===== config.mk =====
export PLATFORM = sky130hd
export DESIGN_NAME = mpfc_port
export DESIGN_NICKNAME = d
export VERILOG_FILES = /design/src/pkg/mpfc_pkg.sv /design/src/hw/mpfc_pause_gen.sv /design/src/hw/mpfc_port.sv
export SDC_FILE = /design/constraint.sdc
export NUM_CORES = 1
export LEC_CHECK = 0
export ABC_AREA = 1
export BUFFER_PORTS_ARGS = -buffer_cell sky130_fd_sc_hd__clkbuf_2
export CELL_PAD_IN_SITES_DETAIL_PLACEMENT = 0
export CELL_PAD_IN_SITES_GLOBAL_PLACEMENT = 1
export CORE_MARGIN = 4
export CORE_UTILIZATION = 47
export DETAILED_ROUTE_END_ITERATION = 16
export GPL_TIMING_DRIVEN = 0
export PLACE_DENSITY_LB_ADDON = 0.1
export SYNTH_ARGS = -nofsm -noshare
export SYNTH_HDL_FRONTEND = slang
export SYNTH_HIERARCHICAL = 1
export SYNTH_SLANG_ARGS = --single-unit

===== constraint.sdc =====
create_clock -name sys_clk -period 21.3 [get_ports sys_clk]
set_input_delay 1.065 -clock sys_clk [delete_from_list [all_inputs] [get_ports sys_clk]]
set_output_delay 1.065 -clock sys_clk [all_outputs]
set_load 0.02 [all_outputs]

===== src/pkg/mpfc_pkg.sv =====
// Shared constants for the per-port MAC pause and backpressure logic.
// Assumes a 40 MHz core clock and a byte-wide transmit and receive stream.
package mpfc_pkg;
    localparam int unsigned CLK_MHZ = 40;
    // Pause quantum in bit times.
    localparam int unsigned QUANTUM_BITS = 512;
    // Bit time in picoseconds at each speed.
    localparam int unsigned BIT_PS_10M = 100000;
    localparam int unsigned BIT_PS_100M = 10000;
    localparam int unsigned CLK_PS = 1000000 / CLK_MHZ;
    // Cycles per quantum, rounded down so a quantum is never stretched.
    localparam int unsigned QCYC_10M = (QUANTUM_BITS * BIT_PS_10M) / CLK_PS;
    localparam int unsigned QCYC_100M = (QUANTUM_BITS * BIT_PS_100M) / CLK_PS;
    // Resend point as a percentage of the advertised pause.
    localparam int unsigned RESEND_PCT = 80;
    // Pause frame field values.
    localparam logic [47:0] PAUSE_DA = 48'h0180C2000001;
    localparam logic [15:0] CTRL_TYPE = 16'h8808;
    localparam logic [15:0] PAUSE_OPCODE = 16'h0001;
    // Frame lengths in bytes, CRC included.
    localparam logic [10:0] TX_FRAME_LEN = 11'h040;
    localparam logic [10:0] RX_MIN_LEN = 11'h040;
    localparam logic [10:0] RX_MAX_LEN = 11'h5FB;
    localparam logic [10:0] CRC_START = 11'h03C;
    localparam logic [31:0] CRC_INIT = 32'hFFFFFFFF;
    localparam logic [31:0] CRC_POLY_R = 32'hEDB88320;
    localparam logic [31:0] CRC_RESIDUE = 32'hDEBB20E3;
endpackage


===== src/hw/mpfc_pause_gen.sv =====
// Byte serialiser for one 64-byte pause frame with CRC.
// Assumes the consumer accepts a byte whenever tx_ready is high.
`timescale 1ns/1ps
`default_nettype none
module mpfc_pause_gen
    import mpfc_pkg::*;
(
    input wire logic sys_clk,
    input wire logic rst_b,
    input wire logic start,
    input wire logic [47:0] src_addr,
    input wire logic [15:0] pause_time,
    input wire logic tx_ready,
    output logic busy,
    output logic [7:0] tx_byte,
    output logic tx_valid,
    output logic tx_last
);
    typedef struct packed {
        logic busy;
        logic [10:0] idx;
        logic [31:0] crc;
        logic [47:0] sa;
        logic [15:0] pt;
        logic [7:0] ob;
        logic last;
    } mpfc_gen_t;
    mpfc_gen_t s_reg, s_next;
    logic [7:0] cur_byte;

    // Bytewise reflected CRC update so byte bits go out lsb first.
    function automatic logic [31:0] crc_step(input logic [31:0] c, input logic [7:0] d);
        logic [31:0] r;
        r = c ^ {24'h000000, d};
        for (int i = 0; i < 8; i++) begin
            r = r[0] ? ((r >> 1) ^ CRC_POLY_R) : (r >> 1);
        end
        return r;
    endfunction

    // Header fields go out most significant byte first; rest is zero pad.
    // The CRC is sent inverted, low byte first, as the reflected form needs.
    function automatic logic [7:0] frame_byte(input logic [10:0] i, input logic [47:0] sa,
                                              input logic [15:0] pt, input logic [31:0] c);
        logic [7:0] b;
        unique case (i)
            11'h000: b = PAUSE_DA[47:40];
            11'h001: b = PAUSE_DA[39:32];
            11'h002: b = PAUSE_DA[31:24];
            11'h003: b = PAUSE_DA[23:16];
            11'h004: b = PAUSE_DA[15:8];
            11'h005: b = PAUSE_DA[7:0];
            11'h006: b = sa[47:40];
            11'h007: b = sa[39:32];
            11'h008: b = sa[31:24];
            11'h009: b = sa[23:16];
            11'h00A: b = sa[15:8];
            11'h00B: b = sa[7:0];
            11'h00C: b = CTRL_TYPE[15:8];
            11'h00D: b = CTRL_TYPE[7:0];
            11'h00E: b = PAUSE_OPCODE[15:8];
            11'h00F: b = PAUSE_OPCODE[7:0];
            11'h010: b = pt[15:8];
            11'h011: b = pt[7:0];
            default: b = 8'h00;
        endcase
        if (i >= CRC_START) begin
            b = ~c[8 * i[1:0] +: 8];
        end
        return b;
    endfunction

    // The byte on offer feeds the CRC; the next one is registered so the output leaves a flop.
    assign cur_byte = frame_byte(s_reg.idx, s_reg.sa, s_reg.pt, s_reg.crc);

    // Frame sequencing; exactly 64 bytes leave per start.
    always_comb begin
        s_next = s_reg;
        if (!s_reg.busy && start) begin
            s_next.busy = 1'b1;
            s_next.idx = 11'h000;
            s_next.crc = CRC_INIT;
            s_next.sa = src_addr;
            s_next.pt = pause_time;
        end else if (s_reg.busy && tx_ready) begin
            if (s_reg.idx < CRC_START) begin
                s_next.crc = crc_step(s_reg.crc, cur_byte);
            end
            s_next.idx = s_reg.idx + 11'h001;
            if (s_reg.idx == TX_FRAME_LEN - 11'h001) begin
                s_next.busy = 1'b0;
            end
        end
        s_next.ob = frame_byte(s_next.idx, s_next.sa, s_next.pt, s_next.crc);
        s_next.last = s_next.busy && (s_next.idx == TX_FRAME_LEN - 11'h001);
    end

    always_ff @(posedge sys_clk) begin
        if (!rst_b) begin
            s_reg <= '0;
        end else begin
            s_reg <= s_next;
        end
    end

    assign busy = s_reg.busy;
    assign tx_valid = s_reg.busy;
    assign tx_byte = s_reg.ob;
    assign tx_last = s_reg.last;
endmodule
`default_nettype wire


===== src/hw/mpfc_port.sv =====
// Per-port flow control: backpressure, pause transmit and pause receive.
// Assumes a byte-wide receive stream with frame end and CRC status in step.
`timescale 1ns/1ps
`default_nettype none
// How it works
// - Congestion asserts flow control; relief releases it
// - Full duplex: collision input blocks new starts
// - Forced collisions uncapped, independent of backoff
// - Pause frame carries fixed DA, type, opcode
// - Pause quantum is 512 bit times
// - Fields sent msb-byte first, lsb-bit first
// - Accept 64..1531 byte pauses; send 64
// - Source address from device node address
// - Send pause: enable, full duplex, global
// - Honour pauses when pause or pausetx set
// - Absorb every 88.08 frame, never forward
// - Count control frames in MAC stats only
// - Pause acts only if valid in every way
// - Load timer from bytes after opcode
// - Foreign destination while running expires timer
// - Zero pause time while running expires timer
// - Otherwise reload timer with new time
// - Pause enable dropping expires timer
// - Hold new data frames while timer runs
// - Congestion sends pause at first opportunity
// - Resend after 80 percent of interval
// - Zero pause-time register blocks pause frames
module mpfc_port
    import mpfc_pkg::*;
(
    input wire logic sys_clk,
    input wire logic rst_b,
    input wire logic [15:0] free_buffers,
    input wire logic [15:0] flow_threshold,
    input wire logic flow_enable,
    input wire logic pause_enable,
    input wire logic pause_tx_enable,
    input wire logic full_duplex,
    input wire logic speed_100,
    input wire logic [15:0] pause_time_10,
    input wire logic [15:0] pause_time_100,
    input wire logic [47:0] node_addr,
    input wire logic collision_in,
    input wire logic data_tx_req,
    input wire logic data_tx_busy,
    input wire logic rx_valid,
    input wire logic [7:0] rx_data,
    input wire logic rx_end,
    input wire logic rx_crc_ok,
    input wire logic port_receive_error,
    input wire logic tx_ready,
    output logic data_tx_start,
    output logic force_collision,
    output logic [7:0] tx_byte,
    output logic tx_valid,
    output logic tx_last,
    output logic rx_forward,
    output logic rx_discard,
    output logic rx_learn,
    output logic mac_stat_frame,
    output logic paused
);
    typedef enum logic [1:0] {
        TXS_IDLE = 2'b00,
        TXS_WAIT = 2'b01,
        TXS_PAUSE = 2'b11
    } mpfc_txs_t;

    typedef struct packed {
        mpfc_txs_t txs;
        logic [10:0] rx_cnt;
        logic [47:0] rx_da;
        logic [15:0] rx_type;
        logic [15:0] rx_op;
        logic [15:0] rx_pt;
        logic rx_err;
        logic [15:0] ptimer;
        logic [11:0] qdiv;
        logic [15:0] resend;
        logic [11:0] rqdiv;
        logic pause_en_d;
        logic data_tx_start;
        logic force_collision;
        logic rx_forward;
        logic rx_discard;
        logic rx_learn;
        logic mac_stat_frame;
        logic paused;
        logic gen_start;
    } mpfc_port_t;

    mpfc_port_t s_reg, s_next;
    logic gen_busy;
    logic [15:0] cur_pt;
    logic [15:0] pt_80;
    logic [11:0] qlen;
    logic congested;
    logic may_send;
    logic honour;
    logic pause_valid;
    logic da_ok;

    // Number of core cycles in one quantum at a given speed.
    function automatic logic [11:0] quantum_cycles(input logic fast);
        return fast ? 12'(QCYC_100M) : 12'(QCYC_10M);
    endfunction

    mpfc_pause_gen u_gen (
        .sys_clk(sys_clk),
        .rst_b(rst_b),
        .start(s_reg.gen_start),
        .src_addr(node_addr),
        .pause_time(cur_pt),
        .tx_ready(tx_ready),
        .busy(gen_busy),
        .tx_byte(tx_byte),
        .tx_valid(tx_valid),
        .tx_last(tx_last)
    );

    // Conditions shared by the transmit and receive halves.
    always_comb begin
        cur_pt = speed_100 ? pause_time_100 : pause_time_10;
        pt_80 = 16'((32'(cur_pt) * RESEND_PCT) / 100);
        qlen = quantum_cycles(speed_100);
        congested = (free_buffers < flow_threshold);
        may_send = pause_enable && full_duplex && flow_enable && (cur_pt != 16'h0000);
        honour = pause_enable || pause_tx_enable;
        da_ok = (s_reg.rx_da == PAUSE_DA) || (s_reg.rx_da == node_addr);
        pause_valid = honour && (s_reg.rx_type == CTRL_TYPE) && (s_reg.rx_op == PAUSE_OPCODE)
            && (s_reg.rx_cnt >= RX_MIN_LEN) && (s_reg.rx_cnt <= RX_MAX_LEN)
            && !s_reg.rx_err && !port_receive_error && rx_crc_ok;
    end

    // Receive parser, pause timer, pause transmit scheduler and data gating.
    always_comb begin
        s_next = s_reg;
        s_next.gen_start = 1'b0;
        s_next.rx_forward = 1'b0;
        s_next.rx_discard = 1'b0;
        s_next.rx_learn = 1'b0;
        s_next.mac_stat_frame = 1'b0;
        s_next.data_tx_start = 1'b0;
        s_next.pause_en_d = pause_enable;

        // Header capture; bytes shift in msb first for each field.
        if (rx_valid) begin
            if (s_reg.rx_cnt != 11'h7FF) begin
                s_next.rx_cnt = s_reg.rx_cnt + 11'h001;
            end
            if (port_receive_error) begin
                s_next.rx_err = 1'b1;
            end
            if (s_reg.rx_cnt < 11'h006) begin
                s_next.rx_da = {s_reg.rx_da[39:0], rx_data};
            end else if (s_reg.rx_cnt >= 11'h00C && s_reg.rx_cnt < 11'h00E) begin
                s_next.rx_type = {s_reg.rx_type[7:0], rx_data};
            end else if (s_reg.rx_cnt >= 11'h00E && s_reg.rx_cnt < 11'h010) begin
                s_next.rx_op = {s_reg.rx_op[7:0], rx_data};
            end else if (s_reg.rx_cnt >= 11'h010 && s_reg.rx_cnt < 11'h012) begin
                s_next.rx_pt = {s_reg.rx_pt[7:0], rx_data};
            end
        end

        // Quantum tick drives the countdown; expired means zero.
        if (s_reg.ptimer != 16'h0000) begin
            if (s_reg.qdiv + 12'h001 >= qlen) begin
                s_next.qdiv = 12'h000;
                s_next.ptimer = s_reg.ptimer - 16'h0001;
            end else begin
                s_next.qdiv = s_reg.qdiv + 12'h001;
            end
        end

        // Frame end: absorb control frames, act on valid pauses.
        if (rx_end) begin
            s_next.rx_cnt = 11'h000;
            s_next.rx_err = 1'b0;
            // A stale type would brand a runt next frame as control.
            s_next.rx_type = 16'h0000;
            s_next.mac_stat_frame = 1'b1;
            if (s_reg.rx_type == CTRL_TYPE) begin
                s_next.rx_discard = 1'b1;
            end else begin
                s_next.rx_forward = 1'b1;
                s_next.rx_learn = 1'b1;
            end
            if (pause_valid) begin
                s_next.qdiv = 12'h000;
                if (s_reg.ptimer != 16'h0000 && !da_ok) begin
                    s_next.ptimer = 16'h0000;
                end else if (s_reg.ptimer != 16'h0000 && s_reg.rx_pt == 16'h0000) begin
                    s_next.ptimer = 16'h0000;
                end else begin
                    s_next.ptimer = s_reg.rx_pt;
                end
            end
        end

        // Losing pause enable cancels any pause in force.
        if (s_reg.pause_en_d && !pause_enable) begin
            s_next.ptimer = 16'h0000;
        end
        s_next.paused = (s_next.ptimer != 16'h0000);

        // Resend countdown in quanta of the advertised pause.
        if (s_reg.resend != 16'h0000) begin
            if (s_reg.rqdiv + 12'h001 >= qlen) begin
                s_next.rqdiv = 12'h000;
                s_next.resend = s_reg.resend - 16'h0001;
            end else begin
                s_next.rqdiv = s_reg.rqdiv + 12'h001;
            end
        end

        // Pause transmit scheduler; waits for any data frame to finish.
        unique case (s_reg.txs)
            TXS_IDLE: begin
                if (congested && may_send && s_reg.resend == 16'h0000) begin
                    s_next.txs = TXS_WAIT;
                end
            end
            TXS_WAIT: begin
                if (!may_send || !congested) begin
                    s_next.txs = TXS_IDLE;
                end else if (!data_tx_busy && !gen_busy) begin
                    s_next.gen_start = 1'b1;
                    s_next.resend = (pt_80 == 16'h0000) ? 16'h0001 : pt_80;
                    s_next.rqdiv = 12'h000;
                    s_next.txs = TXS_PAUSE;
                end
            end
            TXS_PAUSE: begin
                if (!gen_busy && !s_reg.gen_start) begin
                    s_next.txs = TXS_IDLE;
                end
            end
        endcase
        if (!congested) begin
            s_next.resend = 16'h0000;
        end

        // Data frames wait for pause, collision in full duplex, and own pause.
        if (data_tx_req && !data_tx_busy && !gen_busy && s_reg.txs == TXS_IDLE
            && !s_reg.paused
            && !(full_duplex && collision_in)) begin
            s_next.data_tx_start = 1'b1;
        end

        // Half duplex backpressure holds while congested with no attempt limit.
        s_next.force_collision = congested && flow_enable && !full_duplex;
    end

    always_ff @(posedge sys_clk) begin
        if (!rst_b) begin
            s_reg <= '0;
        end else begin
            s_reg <= s_next;
        end
    end

    assign data_tx_start = s_reg.data_tx_start;
    assign force_collision = s_reg.force_collision;
    assign rx_forward = s_reg.rx_forward;
    assign rx_discard = s_reg.rx_discard;
    assign rx_learn = s_reg.rx_learn;
    assign mac_stat_frame = s_reg.mac_stat_frame;
    assign paused = s_reg.paused;
endmodule
`default_nettype wire


==> metrics.md <==
| Metric | Value |
|---|---|
| GRT Total Usage | 29.2% |
| Routability cong. | 0.946 |
| DR vias/cell | 5.49 |
| WL final | 71.7 mm |
| Drt initial violations | 1954 |
| Layout cell share with drive strength beyond 1 | 13.5% |
| Die height | 220 um |
| # diodes | 0 |
| Initial Util | 47.6% |
| Cell mode on critical path | nand2_1 |
| Tightest Pin Transition | 1.15 ns |
| CTS Buf Count | 35 |
| Final setup fails | 0 |
| Core footprint | 44200 sq um |
| Die ar. | 48200 sq um |
| Area leader, netlist | dfxtp_1 |
| Post-CTS Resized | 0 |
| Root Buffer | clkbuf_16 |
| Layout area overhead | 13.0% |
| Post-synthesis sequential area ratio | 27.7% |
| Clk_lat worst skew | 0.57 ns |
| Post-synthesis cell type count | 63 |
| Overflow after GRT | 0 |
| Post-DP HPWL | 56.7 mm |
| Detail Route Antenna Nets | 0 |
| Die width | 220 um |
| Initial antenna violation count | 0 |
| Mapped Area | 21000 sq um |
| Wire per inst | 17.7 um |
| Crit-path leading delay family | simple AND/OR/NAND/NOR gates |
| Status | finished, final reports clean |
| Synth warnings | 6 |
| Setup crit end kind | flip-flop |
| Worst hold path type | flip-flop to flip-flop |
| Syn_area_per_cell | 6.47 sq um |
| Worst clock skew | 0.0255 ns |
| Mapped Cells | 3248 |
| Port-buffer cells | 151 |
| Ranking of synthesized cells by area | dfxtp_1 28%, nand2_1 12%, inv_1 7.2%, nand3_1 6.9%, nor2_1 5.7% |
| I/O pins | 152 |
| Post-CTS Setup Inserts | 0 |
| CTS H-tree lvls | 2 |
| Post-synth top flop | dfxtp_1 |
| Hold buffer count at CTS | 0 |
| Fin crit period | 11.83 ns |
| Final TNS setup | 0 ns |
| Post-route DRC | 0 |
| Maxcap violations | 0 |
| CTS tree | done |
| Critical-path top delay cell | clkbuf_1 |
| Clk sink count | 291 |
| Max reg flops | 168 |
| Crit Path Class | input port to flip-flop |
| Synth top cells by count | 665 x nand2_1, 403 x inv_1, 321 x nor2_1 |
| Async SR Flop Fraction | 0% |
| Max-slew violation count | 0 |
| Largest net degree at the start of global routing | 16 |
| Unrepaired setup endpoints after global routing | no |
| Router iterations before antenna repair | 5 |
| Syn nets | 3452 |
| Synth Register Bits | 291 |
| Final Hold Vio Count | 0 |
| Largest fanout on the critical path | 15 |
| Crit path arrival time | 12.28 ns |
| Buf+Inv Stages, Crit Path | 10 |
| Clk slew on worst S/H paths | 0.06 ns |
| Most numerous cell in the Yosys netlist | nand2_1 |
| EDFF count, synth | 0 |
| Clk buf depth | 3 |
| FP Rows | 77 |
| Rel. slew slack | 22.3% |
| Fin crit share | 55.6% |
| Global-route wire length before repair | 113 mm |
| CP Data Required Time | 21.74 ns |
| Vias | 22240 |
| F_max | 84.5 MHz |
| Crit path launch type | input port |
| Nets | 3640 |
| Fillers | 4522 |
| Critical Path Max Stage Delay | 0.77 ns |
| Yosys top cell area share | 27.7% |
| Vias in the first global route | 21026 |
-- per-layer routing --
metal | up-vias | share of wire [%] | track usage, % | wire (um)
li1 | 11100 | - | - | -
met1 | 10238 | 44 | 38.5 | 31500
met2 | 749 | 46 | 49.5 | 33200
met3 | 153 | 6.3 | 3.70 | 4530
met4 | 0 | 3.5 | 9.61 | 2470
met5 | - | 0 | 0 | 0
-- tightest hold or removal path: stages, from the launching register on --
cell     delay, ns
dfxtp_1       0.30
inv_1         0.06
a21oi_1       0.06
-- final timing paths --
| kind | from | endpoint | slack, ns | cells after the start |
|---|---|---|---|---|
| worst max-delay path | speed_100 | s_reg[21]$_SDFF_PN0_ | 9.47 | 92 |
| worst min-delay path | s_reg[91]$_SDFFE_PN0P_ | s_reg[91]$_SDFFE_PN0P_ | 0.46 | 2 |
| worst max register to register | s_reg[9]$_SDFF_PN0_ | s_reg[34]$_SDFF_PN0_ | 16.88 | 25 |
| worst min register to register | s_reg[91]$_SDFFE_PN0P_ | s_reg[91]$_SDFFE_PN0P_ | 0.46 | 2 |
-- per-stage QoR --
| step | std cells | hold slack (ns) | setup slack [ns] | area (sq um) | util, % |
|---|---|---|---|---|---|
| 6_report | 4054 | 0.460 | 9.47 | 23800 | 53.8 |
| 5_1_grt | 4054 | 0.484 | 8.20 | 23800 | 53.8 |
| 4_1_cts | 4054 | 0.459 | 9.38 | 23800 | 53.8 |
| 3_5_place_dp | 3991 | 0.450 | 8.82 | 22500 | 50.9 |
| 3_3_place_gp | 3991 | 0.441 | 9.03 | 22500 | 50.9 |
| 2_1_floorplan | 3248 | 0.429 | 11.21 | 21000 | - |
-- cell families after synthesis --
kind of cell,count (synthesis),synth area share (%)
simple gates,1651,37.5
buf+inv,554,10.3
compound gates,544,14.2
flops,291,27.7
xor+xnor,96,4.03
fa+ha+maj,69,4.14
mux,43,2.05
-- cell usage in the layout (no fill, tap or decap), types with 12 or more instances in the layout --
| master | Yosys | routed |
|---|---|---|
| nand3_2 | 17 | 17 |
| ha_1 | 68 | 68 |
| or2_2 | 24 | 24 |
| nand2_2 | 65 | 65 |
| nor3_1 | 40 | 40 |
| o22ai_1 | 22 | 22 |
| inv_1 | 403 | 403 |
| a21oi_1 | 222 | 222 |
| o211ai_1 | 12 | 12 |
| inv_2 | 39 | 39 |
| clkbuf_16 | 0 | 36 |
| xor2_1 | 67 | 67 |
| mux2i_1 | 43 | 43 |
| clkbuf_2 | 0 | 151 |
| nor4_1 | 26 | 26 |
| dfxtp_1 | 291 | 291 |
| o21ai_1 | 23 | 23 |
| clkbuf_1 | 70 | 75 |
| nor2_4 | 12 | 12 |
| xnor2_1 | 28 | 28 |
| nand3_1 | 288 | 288 |
| nand2_1 | 665 | 665 |
| nor2_2 | 21 | 21 |
| nor2_1 | 321 | 321 |
| o21ai_0 | 195 | 195 |
| nand2_4 | 32 | 32 |
| a211oi_1 | 21 | 21 |
| nand4_1 | 100 | 100 |
-- area by class of cell --
| type | instances | area, sq um | area share [%] |
|---|---|---|---|
| Clock buffer | 49 | 1030 | 4.33 |
| Buffer | 104 | 482 | 2.03 |
| Tap cell | 592 | 741 | 3.12 |
| Multi-Input combinational cell | 2403 | 13000 | 54.8 |
| Clock inverter | 14 | 218 | 0.916 |
| Sequential cell | 291 | 5830 | 24.5 |
| Inverter | 450 | 1690 | 7.12 |
| Timing Repair Buffer | 151 | 756 | 3.18 |
Power is not shown: default switching activity piles up to over one toggle a cycle in this logic, so the estimate is an artifact.
